**src/csr_pkg.sv**
```systemverilog
`default_nettype none
package csr_pkg;
   localparam logic [4:0]  REG_SAVED_EXC_PC   = 5'h00;
   localparam logic [4:0]  REG_SAVED_EXC_PSW  = 5'h01;
   localparam logic [4:0]  REG_SAVED_NMI_PC   = 5'h02;
   localparam logic [4:0]  REG_SAVED_NMI_PSW  = 5'h03;
   localparam logic [4:0]  REG_CAUSE          = 5'h04;
   localparam logic [4:0]  REG_PSW            = 5'h05;
   localparam logic [31:0] CAUSE_RESET        = 32'h0000_0000;
   localparam logic [7:0]  PSW_RESET          = 8'h20;
   localparam logic [31:0] SAVED_RESET        = 32'h0000_0000;
   localparam int          PSW_NMI_SRV        = 7;
   localparam int          PSW_EXC_SRV        = 6;
   localparam int          PSW_IRQ_BLK        = 5;
   localparam int          PSW_STICKY_SAT     = 4;
   localparam int          PSW_CARRY          = 3;
   localparam int          PSW_OVF            = 2;
   localparam int          PSW_S              = 1;
   localparam int          PSW_Z              = 0;
   localparam int          PSW_WIDTH          = 8;
   localparam int          CAUSE_NMI_LSB      = 16;
   localparam logic [31:0] SAT_MAX_POS        = 32'h7fff_ffff;
   localparam logic [31:0] SAT_MIN_NEG        = 32'h8000_0000;
   typedef enum logic [3:0]
   {
      EV_NONE = 4'h1,
      EV_EXC  = 4'h2,
      EV_INT  = 4'h4,
      EV_NMI  = 4'h8
   } csr_event_t;
endpackage
`default_nettype wire

```
**src/csr_sat.sv**
```systemverilog
`timescale 1ns/1ps
`default_nettype none
module csr_sat
(
   input  wire logic        ovf_i,
   input  wire logic        sign_i,
   input  wire logic [31:0] raw_i,
   output var  logic [31:0] res_o,
   output var  logic        sign_o
);
   // Clamp from overflow and sign of the true result
   always_comb
   begin
      if (ovf_i && !sign_i)
      begin
         res_o  = csr_pkg::SAT_MAX_POS;
         sign_o = 1'b0;
      end
      else if (ovf_i && sign_i)
      begin
         res_o  = csr_pkg::SAT_MIN_NEG;
         sign_o = 1'b1;
      end
      else
      begin
         res_o  = raw_i;
         sign_o = raw_i[31];
      end
   end
endmodule
`default_nettype wire

```
**src/csr_rdmux.sv**
```systemverilog
`timescale 1ns/1ps
`default_nettype none
module csr_rdmux
(
   input  wire logic [4:0]  sel_i,
   input  wire logic [31:0] exc_pc_i,
   input  wire logic [31:0] exc_psw_i,
   input  wire logic [31:0] nmi_pc_i,
   input  wire logic [31:0] nmi_psw_i,
   input  wire logic [31:0] cause_i,
   input  wire logic [7:0]  psw_i,
   output var  logic [31:0] data_o
);
   always_comb
   begin
      case (sel_i)
         csr_pkg::REG_SAVED_EXC_PC:  data_o = exc_pc_i;
         csr_pkg::REG_SAVED_EXC_PSW: data_o = exc_psw_i;
         csr_pkg::REG_SAVED_NMI_PC:  data_o = nmi_pc_i;
         csr_pkg::REG_SAVED_NMI_PSW: data_o = nmi_psw_i;
         csr_pkg::REG_CAUSE:         data_o = cause_i;
         csr_pkg::REG_PSW:           data_o = {24'h00_0000, psw_i};
         default:                    data_o = 32'h0000_0000;
      endcase
   end
endmodule
`default_nettype wire

```
**src/csr_regs.sv**
```systemverilog
`timescale 1ns/1ps
`default_nettype none
// Overview of operation
// - Numbers 0-5 select saved exc PC/PROGRAM_STATUS_WORD, saved NMI PC/PROGRAM_STATUS_WORD, cause, status; rest reserved.
// - Registers are reached only by the load and store system register instructions.
// - Exception or maskable interrupt copies PC and status into the saved exception pair.
// - NMI copies PC and status into the separate saved NMI pair.
// - Cause gets NMI code in bits 31:16, exception/interrupt code in 15:0.
// - Status bits 31:8 read zero and ignore writes.
// - Bit 7 set on NMI acknowledge; blocks further interrupt nesting while set.
// - Bit 6 set on exception; interrupts stay acknowledgeable while set.
// - Bit 5 blocks maskable interrupts; set on maskable acknowledge.
// - Bit 4 is sticky saturation; only a direct status write clears it.
// - Bit 3 shows carry or borrow of the operation.
// - Bit 2 shows overflow of the operation.
// - Bit 1 shows a negative result.
// - Bit 0 shows a zero result.
// - Saturating overflow also sets sticky saturation; clamp chosen by overflow and sign.
// - Positive overflow: set saturation and overflow, clear sign, return maximum positive.
// - Negative overflow: set saturation, overflow, sign, return minimum negative.
// - In range: keep saturation, clear overflow, sign from result, return result.
module csr_regs
(
   input  wire logic        CLK_I,
   input  wire logic        RST_N_I,
   input  wire logic        SREG_LOAD_I,
   input  wire logic        SREG_STORE_I,
   input  wire logic [4:0]  REG_NUM_I,
   input  wire logic [31:0] WDATA_I,
   output logic      [31:0] RDATA_O,
   output logic             RVALID_O,
   input  wire logic        EXC_TAKE_I,
   input  wire logic        INT_REQ_I,
   input  wire logic        NMI_REQ_I,
   input  wire logic [15:0] EVENT_CODE_I,
   input  wire logic [31:0] PC_I,
   input  wire logic        FLAG_UPD_I,
   input  wire logic        SAT_OP_I,
   input  wire logic [31:0] ALU_RES_I,
   input  wire logic        ALU_CY_I,
   input  wire logic        ALU_OV_I,
   input  wire logic        ALU_SIGN_I,
   output logic      [31:0] SAT_RES_O,
   output logic             INT_ACK_O,
   output logic             NMI_ACK_O,
   output logic      [7:0]  PSW_O
);
   logic [31:0] exc_pc_ff;
   logic [31:0] exc_psw_ff;
   logic [31:0] nmi_pc_ff;
   logic [31:0] nmi_psw_ff;
   logic [31:0] cause_ff;
   logic [7:0]  psw_ff;
   logic [7:0]  nxt_psw;
   logic [31:0] rd_mux;
   logic [31:0] sat_res;
   logic        sat_sign;
   logic        int_ok;
   logic        nmi_ok;
   logic        wr_hit;
   csr_pkg::csr_event_t ev;

   csr_rdmux u_rdmux
   (
      .sel_i     (REG_NUM_I),
      .exc_pc_i  (exc_pc_ff),
      .exc_psw_i (exc_psw_ff),
      .nmi_pc_i  (nmi_pc_ff),
      .nmi_psw_i (nmi_psw_ff),
      .cause_i   (cause_ff),
      .psw_i     (psw_ff),
      .data_o    (rd_mux)
   );

   csr_sat u_sat
   (
      .ovf_i  (ALU_OV_I),
      .sign_i (ALU_SIGN_I),
      .raw_i  (ALU_RES_I),
      .res_o  (sat_res),
      .sign_o (sat_sign)
   );

   // Acceptance: NMI service blocks nesting, block flag masks, exception flag does not block
   assign nmi_ok = NMI_REQ_I && !psw_ff[csr_pkg::PSW_NMI_SRV];
   assign int_ok = INT_REQ_I && !psw_ff[csr_pkg::PSW_NMI_SRV] && !psw_ff[csr_pkg::PSW_IRQ_BLK];
   assign wr_hit = SREG_LOAD_I && !(EXC_TAKE_I || nmi_ok || int_ok);

   // Event priority: NMI, exception, maskable interrupt
   always_comb
   begin
      if (nmi_ok)
         ev = csr_pkg::EV_NMI;
      else if (EXC_TAKE_I)
         ev = csr_pkg::EV_EXC;
      else if (int_ok)
         ev = csr_pkg::EV_INT;
      else
         ev = csr_pkg::EV_NONE;
   end

   // Next status word
   always_comb
   begin
      nxt_psw = psw_ff;
      if (FLAG_UPD_I)
      begin
         nxt_psw[csr_pkg::PSW_CARRY] = ALU_CY_I;
         nxt_psw[csr_pkg::PSW_OVF]   = ALU_OV_I;
         nxt_psw[csr_pkg::PSW_Z]  = SAT_OP_I ? (sat_res == 32'h0) : (ALU_RES_I == 32'h0);
         nxt_psw[csr_pkg::PSW_S]  = SAT_OP_I ? sat_sign : ALU_RES_I[31];
         if (SAT_OP_I && ALU_OV_I)
            nxt_psw[csr_pkg::PSW_STICKY_SAT] = 1'b1;
      end
      case (ev)
         csr_pkg::EV_NMI: nxt_psw[csr_pkg::PSW_NMI_SRV] = 1'b1;
         csr_pkg::EV_EXC: nxt_psw[csr_pkg::PSW_EXC_SRV] = 1'b1;
         csr_pkg::EV_INT: nxt_psw[csr_pkg::PSW_IRQ_BLK] = 1'b1;
         default:         ;
      endcase
      if (wr_hit && REG_NUM_I == csr_pkg::REG_PSW)
         nxt_psw = WDATA_I[csr_pkg::PSW_WIDTH-1:0];
   end

   always_ff @(posedge CLK_I or negedge RST_N_I)
   begin
      if (!RST_N_I)
         psw_ff <= csr_pkg::PSW_RESET;
      else
         psw_ff <= nxt_psw;
   end

   // Saved exception pair
   always_ff @(posedge CLK_I or negedge RST_N_I)
   begin
      if (!RST_N_I)
      begin
         exc_pc_ff  <= csr_pkg::SAVED_RESET;
         exc_psw_ff <= csr_pkg::SAVED_RESET;
      end
      else if (ev == csr_pkg::EV_EXC || ev == csr_pkg::EV_INT)
      begin
         exc_pc_ff  <= PC_I;
         exc_psw_ff <= {24'h00_0000, psw_ff};
      end
      else if (wr_hit && REG_NUM_I == csr_pkg::REG_SAVED_EXC_PC)
         exc_pc_ff  <= WDATA_I;
      else if (wr_hit && REG_NUM_I == csr_pkg::REG_SAVED_EXC_PSW)
         exc_psw_ff <= WDATA_I;
   end

   // Saved NMI pair
   always_ff @(posedge CLK_I or negedge RST_N_I)
   begin
      if (!RST_N_I)
      begin
         nmi_pc_ff  <= csr_pkg::SAVED_RESET;
         nmi_psw_ff <= csr_pkg::SAVED_RESET;
      end
      else if (ev == csr_pkg::EV_NMI)
      begin
         nmi_pc_ff  <= PC_I;
         nmi_psw_ff <= {24'h00_0000, psw_ff};
      end
      else if (wr_hit && REG_NUM_I == csr_pkg::REG_SAVED_NMI_PC)
         nmi_pc_ff  <= WDATA_I;
      else if (wr_hit && REG_NUM_I == csr_pkg::REG_SAVED_NMI_PSW)
         nmi_psw_ff <= WDATA_I;
   end

   // Cause register halves
   always_ff @(posedge CLK_I or negedge RST_N_I)
   begin
      if (!RST_N_I)
         cause_ff <= csr_pkg::CAUSE_RESET;
      else if (ev == csr_pkg::EV_NMI)
         cause_ff[31:csr_pkg::CAUSE_NMI_LSB] <= EVENT_CODE_I;
      else if (ev == csr_pkg::EV_EXC || ev == csr_pkg::EV_INT)
         cause_ff[csr_pkg::CAUSE_NMI_LSB-1:0] <= EVENT_CODE_I;
      else if (wr_hit && REG_NUM_I == csr_pkg::REG_CAUSE)
         cause_ff <= WDATA_I;
   end

   // Store path, registered read
   always_ff @(posedge CLK_I or negedge RST_N_I)
   begin
      if (!RST_N_I)
      begin
         RDATA_O  <= 32'h0000_0000;
         RVALID_O <= 1'b0;
      end
      else
      begin
         RDATA_O  <= SREG_STORE_I ? rd_mux : 32'h0000_0000;
         RVALID_O <= SREG_STORE_I;
      end
   end

   // Registered outputs
   always_ff @(posedge CLK_I or negedge RST_N_I)
   begin
      if (!RST_N_I)
      begin
         SAT_RES_O <= 32'h0000_0000;
         INT_ACK_O <= 1'b0;
         NMI_ACK_O <= 1'b0;
         PSW_O     <= csr_pkg::PSW_RESET;
      end
      else
      begin
         SAT_RES_O <= SAT_OP_I ? sat_res : ALU_RES_I;
         INT_ACK_O <= (ev == csr_pkg::EV_INT);
         NMI_ACK_O <= (ev == csr_pkg::EV_NMI);
         PSW_O     <= nxt_psw;
      end
   end
endmodule
`default_nettype wire

```
**config.mk**
```make
export PLATFORM = sky130hd
export DESIGN_NAME = csr_regs
export DESIGN_NICKNAME = d
export VERILOG_FILES = /design/src/csr_pkg.sv /design/src/csr_sat.sv /design/src/csr_rdmux.sv /design/src/csr_regs.sv
export SDC_FILE = /design/constraint.sdc
export NUM_CORES = 1
export LEC_CHECK = 0
export BUFFER_PORTS_ARGS = -buffer_cell sky130_fd_sc_hd__buf_4
export CORE_AREA = 3 3 152 154
export DETAILED_ROUTE_END_ITERATION = 16
export DIE_AREA = 0 0 155 157
export GPL_ROUTABILITY_DRIVEN = 0
export HOLD_SLACK_MARGIN = 0.08
export PLACE_DENSITY = 0.72
export REMOVE_ABC_BUFFERS = 1
export SYNTH_ARGS = -nofsm -noshare
export SYNTH_HDL_FRONTEND = slang
export SYNTH_SLANG_ARGS = --single-unit
```
**constraint.sdc**
```tcl
create_clock -name CLK_I -period 1.8 [get_ports CLK_I]
set_input_delay 0.18 -clock CLK_I [delete_from_list [all_inputs] [get_ports CLK_I]]
set_output_delay 0.18 -clock CLK_I [all_outputs]
set_load 0.01 [all_outputs]
```
Word level (Yosys, flattened, before mapping)
Cells that the tools add are included.
{"block": "word_totals", "regBits": 235, "input_bits": 129, "elab_cells": 99}
{"block": "op_classes", "eq_ne": 11, "mux": 32, "n_bitwise": 1, "n_reduce_logical": 39}
{"cell": "32-bit two-way mux", "count": 15}
{"cell": "32-bit case mux with 6 select lines", "count": 1}
{"cell": "32-bit zero test", "count": 2}
{"cell": "16-bit two-way mux", "count": 3}
{"cell": "2-bit nonzero test", "count": 11}
{"cell": "1-bit logical AND", "count": 13}
{"cell": "5-bit by 2-bit == test with 1-bit output, second input constant", "count": 2}
{"cell": "5-bit by 3-bit == test with 1-bit output, second input constant", "count": 2}
{"cell": "2-bit AND reduction", "count": 5}
{"cell": "1-bit two-way mux", "count": 8}
{"cell": "4-bit two-way mux", "count": 2}
{"cell": "8-bit two-way mux", "count": 1}
{"cell": "5-bit by 1-bit == test with 1-bit output, second input constant", "count": 1}
{"cell": "5-bit zero test", "count": 1}
{"cell": "5-bit two-way mux", "count": 1}
{"cell": "4-bit by 2-bit == test with 1-bit output, second input constant", "count": 1}
{"cell": "4-bit by 3-bit == test with 1-bit output, second input constant", "count": 1}
{"cell": "4-bit == test, second input constant", "count": 1}
{"cell": "1-bit zero test", "count": 4}
{"cell": "2-bit != test, second input constant", "count": 2}
{"cell": "1-bit logical OR", "count": 3}
{"cell": "3-bit two-way mux", "count": 1}
{"cell": "2-bit by 1-bit != test with 1-bit output, second input constant", "count": 1}
{"cell": "1-bit NOT", "count": 1}

Logic depth before layout (Yosys ltp)
Gate-level depths: netlist of the first run.
{"block": "depth", "ltp_word": 10, "ltp_mapped": 9}

Hierarchy
A second synthesis of the first run with hierarchy kept.
{"block": "unflattened", "cells_unflattened": 1106, "area_unflattened_um2": 11597.4}
{"mod": "csr_regs", "n_inst": 1, "cells_each": 919, "area_each_um2": 9889.5}
{"mod": "csr_rdmux", "n_inst": 1, "cells_each": 144, "area_each_um2": 1347.5}
{"mod": "csr_sat", "n_inst": 1, "cells_each": 43, "area_each_um2": 360.3}

Worst setup path after synthesis of the first run
OpenSTA, ideal clock, no wires.
{"block": "synth_path", "path_kind": "register to register", "from": "reg, netlist name PSW_O[7]", "to": "reg cause_ff[31]", "setup_time_ps": 142, "arrival_time_ps": 1781, "t_required_ps": 1658, "slack_ps": -122, "path_stages_with_launch": 9, "path_buffers": 3, "synth_period_minus_slack_ps": 1922, "cell_sequence": "dfrtp_1 > nand2b_1 > buf_4 > inv_2 > or4b_4 > buf_2 > buf_2 > o21ai_1 > a31oi_1"}
{"element": "to (signal assigned)", "line": "csr_regs.sv:175", "rtl": "cause_ff <= csr_pkg::CAUSE_RESET;"}
{"element": "to (decl)", "line": "csr_regs.sv:52", "rtl": "logic [31:0] cause_ff;"}

==> results.sh, run 1 <==
export IMPL_outcome="finished, violations left"
export IMPL_violations="setup timing"
export IMPL_crit_fanout=5
export IMPL_yosys_warnings=0
export IMPL_synth_main_ff_cell="dfrtp_1"
export IMPL_slew_headroom=0.155
export IMPL_cts_tree="yes"
export IMPL_rrSetupSlack_ps=-170
export IMPL_critPathLaunchType="flip-flop"
export IMPL_p_comb_frac=0.165
export IMPL_max_clock_freq_ghz=0.507
export IMPL_die_w_um=155
export IMPL_clockPowerShare=0.387
export IMPL_hold_ws_ps=105
export IMPL_slew_violations=0
export IMPL_p_per_area_mw_per_mm2=879
export IMPL_crit_path_end="nmi_psw_ff[5]$_DFFE_PN0P_"
export IMPL_critical_path_required_ps=2190
export IMPL_critical_path_startpoint="PSW_O[7]$_DFFE_PN0P_"
export IMPL_finalNonFillerCells=1796
export IMPL_setup_tns_final_ps=-11590
export IMPL_peakVddDrop_uv=639
export IMPL_pwr_share_seq=0.448
export IMPL_ioPinCount=204
export IMPL_layout_min_cycle_time_ps=1970
export IMPL_drive_above_1_share=0.281
export IMPL_whs_path_depth=4
export IMPL_synth_edf_count=0
export IMPL_antenna_found_initial=0
export IMPL_switching_share=0.263
export IMPL_ys_top_cells_by_count="234 x dfrtp_1, 143 x a31oi_1, 120 x a21oi_1, 116 x nor2_1, 101 x o21ai_1"
export IMPL_cap_viol_max_count=0
export IMPL_cp_end_kind="flip-flop"
export IMPL_die_h_um=157
export IMPL_synth_cells=1178
export IMPL_ff2ff_path_depth=9
export IMPL_hold_viol=0
export IMPL_worstReg2RegStart="PSW_O[7]$_DFFE_PN0P_"
export IMPL_vias_per_cell=6.41
export IMPL_finalWirelength_um=39400
export IMPL_areaGrowthSynthToFinish_pct=47.5
export IMPL_synth_area_top_cells="dfrtp_1 54%, a31oi_1 8.2%, a21oi_1 5.5%"
export IMPL_cts_root_buf="clkbuf_16"
export IMPL_start_util=0.497
export IMPL_coreArea_mm2=0.0218
export IMPL_ys_seq_area_frac=0.542
export IMPL_synth_top_cell_area_share=0.539
export IMPL_cts_buffer_depth=3
export IMPL_avgSynthCellArea_um2=9.22
export IMPL_antenna_left=0
export IMPL_clock_skew_ps=9.53
export IMPL_crit_arrival_ps=2360
export IMPL_antenna_cells=0
export IMPL_die_area_mm2=0.0243
export IMPL_path_cells="nand2b_4 -> inv_4 -> buf_6 -> or4b_4 -> buf_6 -> buf_12 -> buf_16 -> o21ai_4 -> a31oi_1"
export IMPL_tightest_slew_ps=1270
export IMPL_synthArstFlopShare=1.00
export IMPL_p_switching_mw=3.71
export IMPL_wl_per_cell_um=21.9
export IMPL_grt_pass1_vias=11500
export IMPL_worst_setup_path_type="reg -> reg"
export IMPL_drt_iter0_drc=1189
export IMPL_grt_max_degree=71
export IMPL_drc=0
export IMPL_power_total_mw=14.1
export IMPL_cts_sinks=235
export IMPL_synth_top_area_cell="dfrtp_1"
export IMPL_clk_latency_ps=530
export IMPL_hold_class="in -> reg"
export IMPL_netlist_area_mm2=0.0109
export IMPL_ys_seq_elements=235
export IMPL_cp_slowest_cell="or4b_4"
export IMPL_dr_pass1_iters=5
export IMPL_dr_total_vias=11500
export IMPL_numCtsBuffers=26
export IMPL_yosysMostFrequentCell="dfrtp_1"
export IMPL_numPortBuffers=203
export IMPL_critPathMaxStageDelay_ps=540
export IMPL_timing_final_crit_share=1.10
export IMPL_detailedPlacementHpwl_um=21900
export IMPL_regToRegEndpoint="nmi_psw_ff[5]$_DFFE_PN0P_"
export IMPL_synth_cell_type_count=36
export IMPL_final_net_count=1628
export IMPL_setup_viol=166
export IMPL_fin_ws_ps=-172
export IMPL_rsz0062_at_grt="true"
export IMPL_placedCellCount=1610
export IMPL_rows=54
export IMPL_grt_first_pass_wirelength_um=61700
export IMPL_leakage_nw=6.74
export IMPL_intPower_mw=10.4
export IMPL_clk_pin_slew_worst_paths_ps=60
export IMPL_grt_ovfl_total=0
export IMPL_htreeDepth=1
export IMPL_track_usage=0.312
export IMPL_crit_top_cell="buf_6"
-- metrics by stage --
| stage | utilization | cell area, µm² | setup slack (ps) |
|---|---|---|---|
| finish | 0.734 | 16000 | -172 |
| global route | 0.734 | 16000 | -223 |
| floorplan | - | 10300 | -15720 |
| detailed placement | 0.607 | 13200 | -287 |
| global placement | 0.607 | 13200 | -225 |
| CTS | 0.719 | 15700 | -161 |
-- power groups by stage --
stage	Combinational, mW	Clock (mW)	Sequential (mW)
2_1_floorplan	0.857	0	6.27
3_3_place_gp	1.81	0	6.28
3_5_place_dp	1.86	0	6.31
4_1_cts	2.18	5.48	6.25
5_1_grt	2.52	5.74	6.36
6_report	2.32	5.45	6.31
-- cells by family after synthesis --
kind of cell	synth area share
buffers and inverters	0.0506
and+or+nand+nor	0.115
AOI/OAI and AO/OA	0.288
DFF	0.542
muxes	0.00484
-- repair_timing --
item                                    in CTS  in global routing
buffers inserted                            10                  1
hold buffers                               123                  0
pin swaps                                    9                  8
resized for setup                           67                 86
gates cloned                                 4                  3
endpoints found under the setup margin     168                169
hold endpoints to repair                   436                  0
-- critical path: cells and delay by family, from the launching register on --
| family | cells | cell delay (ps) |
|---|---|---|
| buffers and inverters | 5 | 570 |
| and+or+nand+nor | 2 | 690 |
| AOI/OAI and AO/OA | 2 | 200 |
| DFF | 1 | 360 |
-- metal layers --
layer,vias to the layer above,GRT usage,wire [µm]
met2,745,0.510,19000
met1,5613,0.412,14900
met4,0,0.143,1650
met5,-,0,0
met3,146,0.0498,3830
li1,5014,-,-
-- area by class of cell --
class / instances / area, µm²
clock buffers: 38 / 787
clock inverters: 7 / 85.1
fillers: 1428 / 5810
inverters: 3 / 13.8
multi-input cells: 815 / 4820
flip-flops and latches: 235 / 5880
well taps: 280 / 350
repair buffers: 418 / 4080
-- state kept, by name, summed over array words and instances, names as in the netlist --
name and cells:
cause_ff 32, RVALID_O 1, exc_psw_ff 32, RDATA_O 32
nmi_pc_ff 32, PSW_O 8, INT_ACK_O 1, exc_pc_ff 32
NMI_ACK_O 1, nmi_psw_ff 32, SAT_RES_O 32
-- layout by cell type, fill, tap and decap left out, types with 2 or more instances in the layout --
cell type,Yosys,final
buf_4,3,244
dfrtp_1,234,234
a31oi_1,143,143
dlygate4sd3_1,0,123
a21oi_1,120,115
nor2_1,116,114
nand3_1,99,99
o21ai_1,101,96
a22oi_1,72,72
o21ai_2,0,56
buf_12,0,34
nand2_1,32,31
a21o_1,31,31
clkbuf_16,0,30
clkbuf_8,0,7
buf_6,1,7
nor4_1,6,6
buf_16,0,6
o21ai_4,0,5
o21ai_0,61,5
a21oi_2,0,5
clkinv_2,0,5
and2_2,0,4
clkbuf_1,75,4
nor3_1,7,3
mux2i_1,3,3
mux2_2,2,2
nor2_2,0,2
nor4b_1,3,2
nor3_2,0,2
nor3_4,0,2
bufinv_16,0,2
-- worst min path at each step --
| stage | from | end |
|---|---|---|
| CTS | EXC_TAKE_I | exc_psw_ff[7]$_DFFE_PN0P_ |
| detailed placement | RST_N_I | SAT_RES_O[8]$_DFF_PN0_ |
| finish | EXC_TAKE_I | exc_psw_ff[7]$_DFFE_PN0P_ |
| floorplan | RST_N_I | INT_ACK_O$_DFF_PN0_ |
| global route | EXC_TAKE_I | exc_psw_ff[7]$_DFFE_PN0P_ |
| global placement | RST_N_I | SAT_RES_O[6]$_DFF_PN0_ |
Power figures use the tool's default switching activity.
==> inputs of run 2 (changes only) <==
--- a/config.mk
+++ b/config.mk
@@ -6,13 +6,15 @@
 export NUM_CORES = 1
 export LEC_CHECK = 0
 export BUFFER_PORTS_ARGS = -buffer_cell sky130_fd_sc_hd__buf_4
-export CORE_AREA = 3 3 152 154
+export CORE_AREA = 3 3 160 162
+export CTS_CLUSTER_DIAMETER = 40
 export DETAILED_ROUTE_END_ITERATION = 16
-export DIE_AREA = 0 0 155 157
+export DIE_AREA = 0 0 163 165
 export GPL_ROUTABILITY_DRIVEN = 0
 export HOLD_SLACK_MARGIN = 0.08
-export PLACE_DENSITY = 0.72
+export PLACE_DENSITY = 0.66
 export REMOVE_ABC_BUFFERS = 1
+export SKIP_LAST_GASP = 1
 export SYNTH_ARGS = -nofsm -noshare
 export SYNTH_HDL_FRONTEND = slang
 export SYNTH_SLANG_ARGS = --single-unit
==> run 2 against run 1 <==
The flow still finishes with violations (setup timing). Sequential share of layout area fell by 1.6 points. Critical path depth fell by 3. Final cell count rose by 4.2%. Flip-flop and latch count did not move. Cell area rose by 4.4%. Critical path type unchanged. Largest power group is now the clock network.
==> results.sh, run 2 (synthesis gave the netlist of run 1 again) <==
export IMPL_hold_viol=0
export IMPL_peakVddDrop_uv=773
export IMPL_cts_sinks=235
export IMPL_layout_min_cycle_time_ps=1900
export IMPL_grt_max_degree=82
export IMPL_worst_setup_path_type="reg -> reg"
export IMPL_setup_tns_final_ps=-4600
export IMPL_finalWirelength_um=41500
export IMPL_slew_violations=0
export IMPL_clk_pin_slew_worst_paths_ps=60
export IMPL_cp_num_buf_inv=2
export IMPL_crit_path_end="nmi_psw_ff[29]$_DFFE_PN0P_"
export IMPL_dr_total_vias=11600
export IMPL_hold_class="in -> reg"
export IMPL_cts_tree="yes"
export IMPL_grt_first_pass_wirelength_um=61900
export IMPL_layout_commonest_cell="buf_4"
export IMPL_violations="setup timing"
export IMPL_critPathTopFamily="flip-flops"
export IMPL_grt_pass1_vias=11300
export IMPL_wl_per_cell_um=22.2
export IMPL_ioPinCount=204
export IMPL_numPortBuffers=203
export IMPL_cts_buffer_depth=3
export IMPL_antenna_left=0
export IMPL_leakage_nw=6.97
export IMPL_rsz0062_at_grt="true"
export IMPL_hold_ws_ps=145
export IMPL_max_clock_freq_ghz=0.526
export IMPL_finalNonFillerCells=1871
export IMPL_die_w_um=163
export IMPL_cp_depth=6
export IMPL_crit_fanout=20
export IMPL_critPathMaxStageDelay_ps=550
export IMPL_start_util=0.448
export IMPL_timing_final_crit_share=1.06
export IMPL_detailedPlacementHpwl_um=22700
export IMPL_cap_viol_max_count=0
export IMPL_numCtsBuffers=36
export IMPL_clk_latency_ps=520
export IMPL_ff2ff_path_depth=6
export IMPL_fin_ws_ps=-100
export IMPL_path_cells="nor3b_4 -> or4b_4 -> buf_12 -> buf_6 -> o21ai_1 -> a21oi_1"
export IMPL_antenna_found_initial=0
export IMPL_placedCellCount=1665
export IMPL_outcome="finished, violations left"
export IMPL_drc=0
export IMPL_final_net_count=1651
export IMPL_p_per_area_mw_per_mm2=961
export IMPL_power_total_mw=16.1
export IMPL_vias_per_cell=6.20
export IMPL_slew_headroom=0.167
export IMPL_antenna_cells=0
export IMPL_drive_above_1_share=0.292
export IMPL_dr_pass1_iters=8
export IMPL_regToRegEndpoint="nmi_psw_ff[29]$_DFFE_PN0P_"
export IMPL_htreeDepth=2
export IMPL_rrSetupSlack_ps=-100
export IMPL_critical_path_startpoint="PSW_O[5]$_DFFE_PN1P_"
export IMPL_drt_iter0_drc=977
export IMPL_die_h_um=165
export IMPL_mostFrequentLayoutCells="249 x buf_4, 234 x dfrtp_1, 141 x a31oi_1, 122 x dlygate4sd3_1, 120 x o21ai_1"
export IMPL_worstReg2RegStart="PSW_O[5]$_DFFE_PN1P_"
export IMPL_cp_slowest_cell="dfstp_2"
export IMPL_track_usage=0.288
export IMPL_grt_ovfl_total=0
export IMPL_coreArea_mm2=0.0242
export IMPL_cp_end_kind="flip-flop"
export IMPL_setup_viol=137
export IMPL_tightest_slew_ps=1250
export IMPL_critical_path_required_ps=2140
export IMPL_critPathLaunchType="flip-flop"
export IMPL_cts_root_buf="clkbuf_16"
export IMPL_die_area_mm2=0.0269
export IMPL_rows=57
export IMPL_clock_skew_ps=22.7
export IMPL_crit_arrival_ps=2240
export IMPL_areaGrowthSynthToFinish_pct=54.1
-- run 2: cell count changes in the layout (fill, tap and decap cells not counted), sizes merged --
cell	change
dlygate4sd3	-1
clkinvlp	+3
clkinv	+2
inv	+8
clkbuf	+6
bufinv	+4
buf	+9
-- run 2: layout make-up --
type                            instances  area (µm²)
Sequential cell                       235        5880
Timing Repair Buffer                  431        4300
Clock inverter                         24         335
Multi-Input combinational cell        815        4840
Tap cell                              324         405
Fill cell                            1807        7520
Clock buffer                           39         943
Inverter                                3        11.3
-- run 2: tightest hold or removal path, cell delays in order --
cell,delay [ps]
buf_4,100
mux2_2,150
mux2i_1,60
o21ai_0,130
-- run 2: what timing repair did --
item,in CTS,in global routing
gates resized for setup,39,103
buffers inserted,5,3
pin swaps,2,45
endpoints found under the hold margin,398,0
hold buffers,122,0
setup endpoints to repair,82,164
cloned,4,10
-- run 2: worst min-delay path by stage --
stage / start / end / slack, ps / depth (start not counted)
6_report: ALU_SIGN_I / PSW_O[1]$_DFFE_PN0P_ / 150 / 4
3_5_place_dp: RST_N_I / RDATA_O[27]$_DFF_PN0_ / 160 / 1
4_1_cts: ALU_SIGN_I / PSW_O[1]$_DFFE_PN0P_ / 140 / 4
5_1_grt: ALU_SIGN_I / PSW_O[1]$_DFFE_PN0P_ / 150 / 4
3_3_place_gp: RST_N_I / RDATA_O[16]$_DFF_PN0_ / 160 / 1
2_1_floorplan: RST_N_I / INT_ACK_O$_DFF_PN0_ / -120 / 0
-- run 2: power breakdown --
group / total (mW) / switching (mW) / internal (mW)
combinational: 2.36 / 1.19 / 1.17
sequential: 6.26 / 0.346 / 5.91
clock: 7.45 / 2.72 / 4.73
-- run 2: per-layer routing --
| metal | global-route usage | share of wire | vias up |
|---|---|---|---|
| met1 | 0.375 | 0.39 | 5685 |
| met3 | 0.0472 | 0.090 | 122 |
| met5 | 0 | 0 | - |
| met4 | 0.109 | 0.036 | 0 |
| li1 | - | - | 5077 |
| met2 | 0.487 | 0.49 | 710 |
-- run 2: stage by stage --
stage / cell area, µm² / utilization / setup slack (ps)
2_1_floorplan: 10300 / - / -15720
3_3_place_gp: 13400 / 0.551 / -8.50
3_5_place_dp: 13400 / 0.551 / -59.7
4_1_cts: 16100 / 0.664 / -35.5
5_1_grt: 16700 / 0.690 / -184
6_report: 16700 / 0.690 / -100
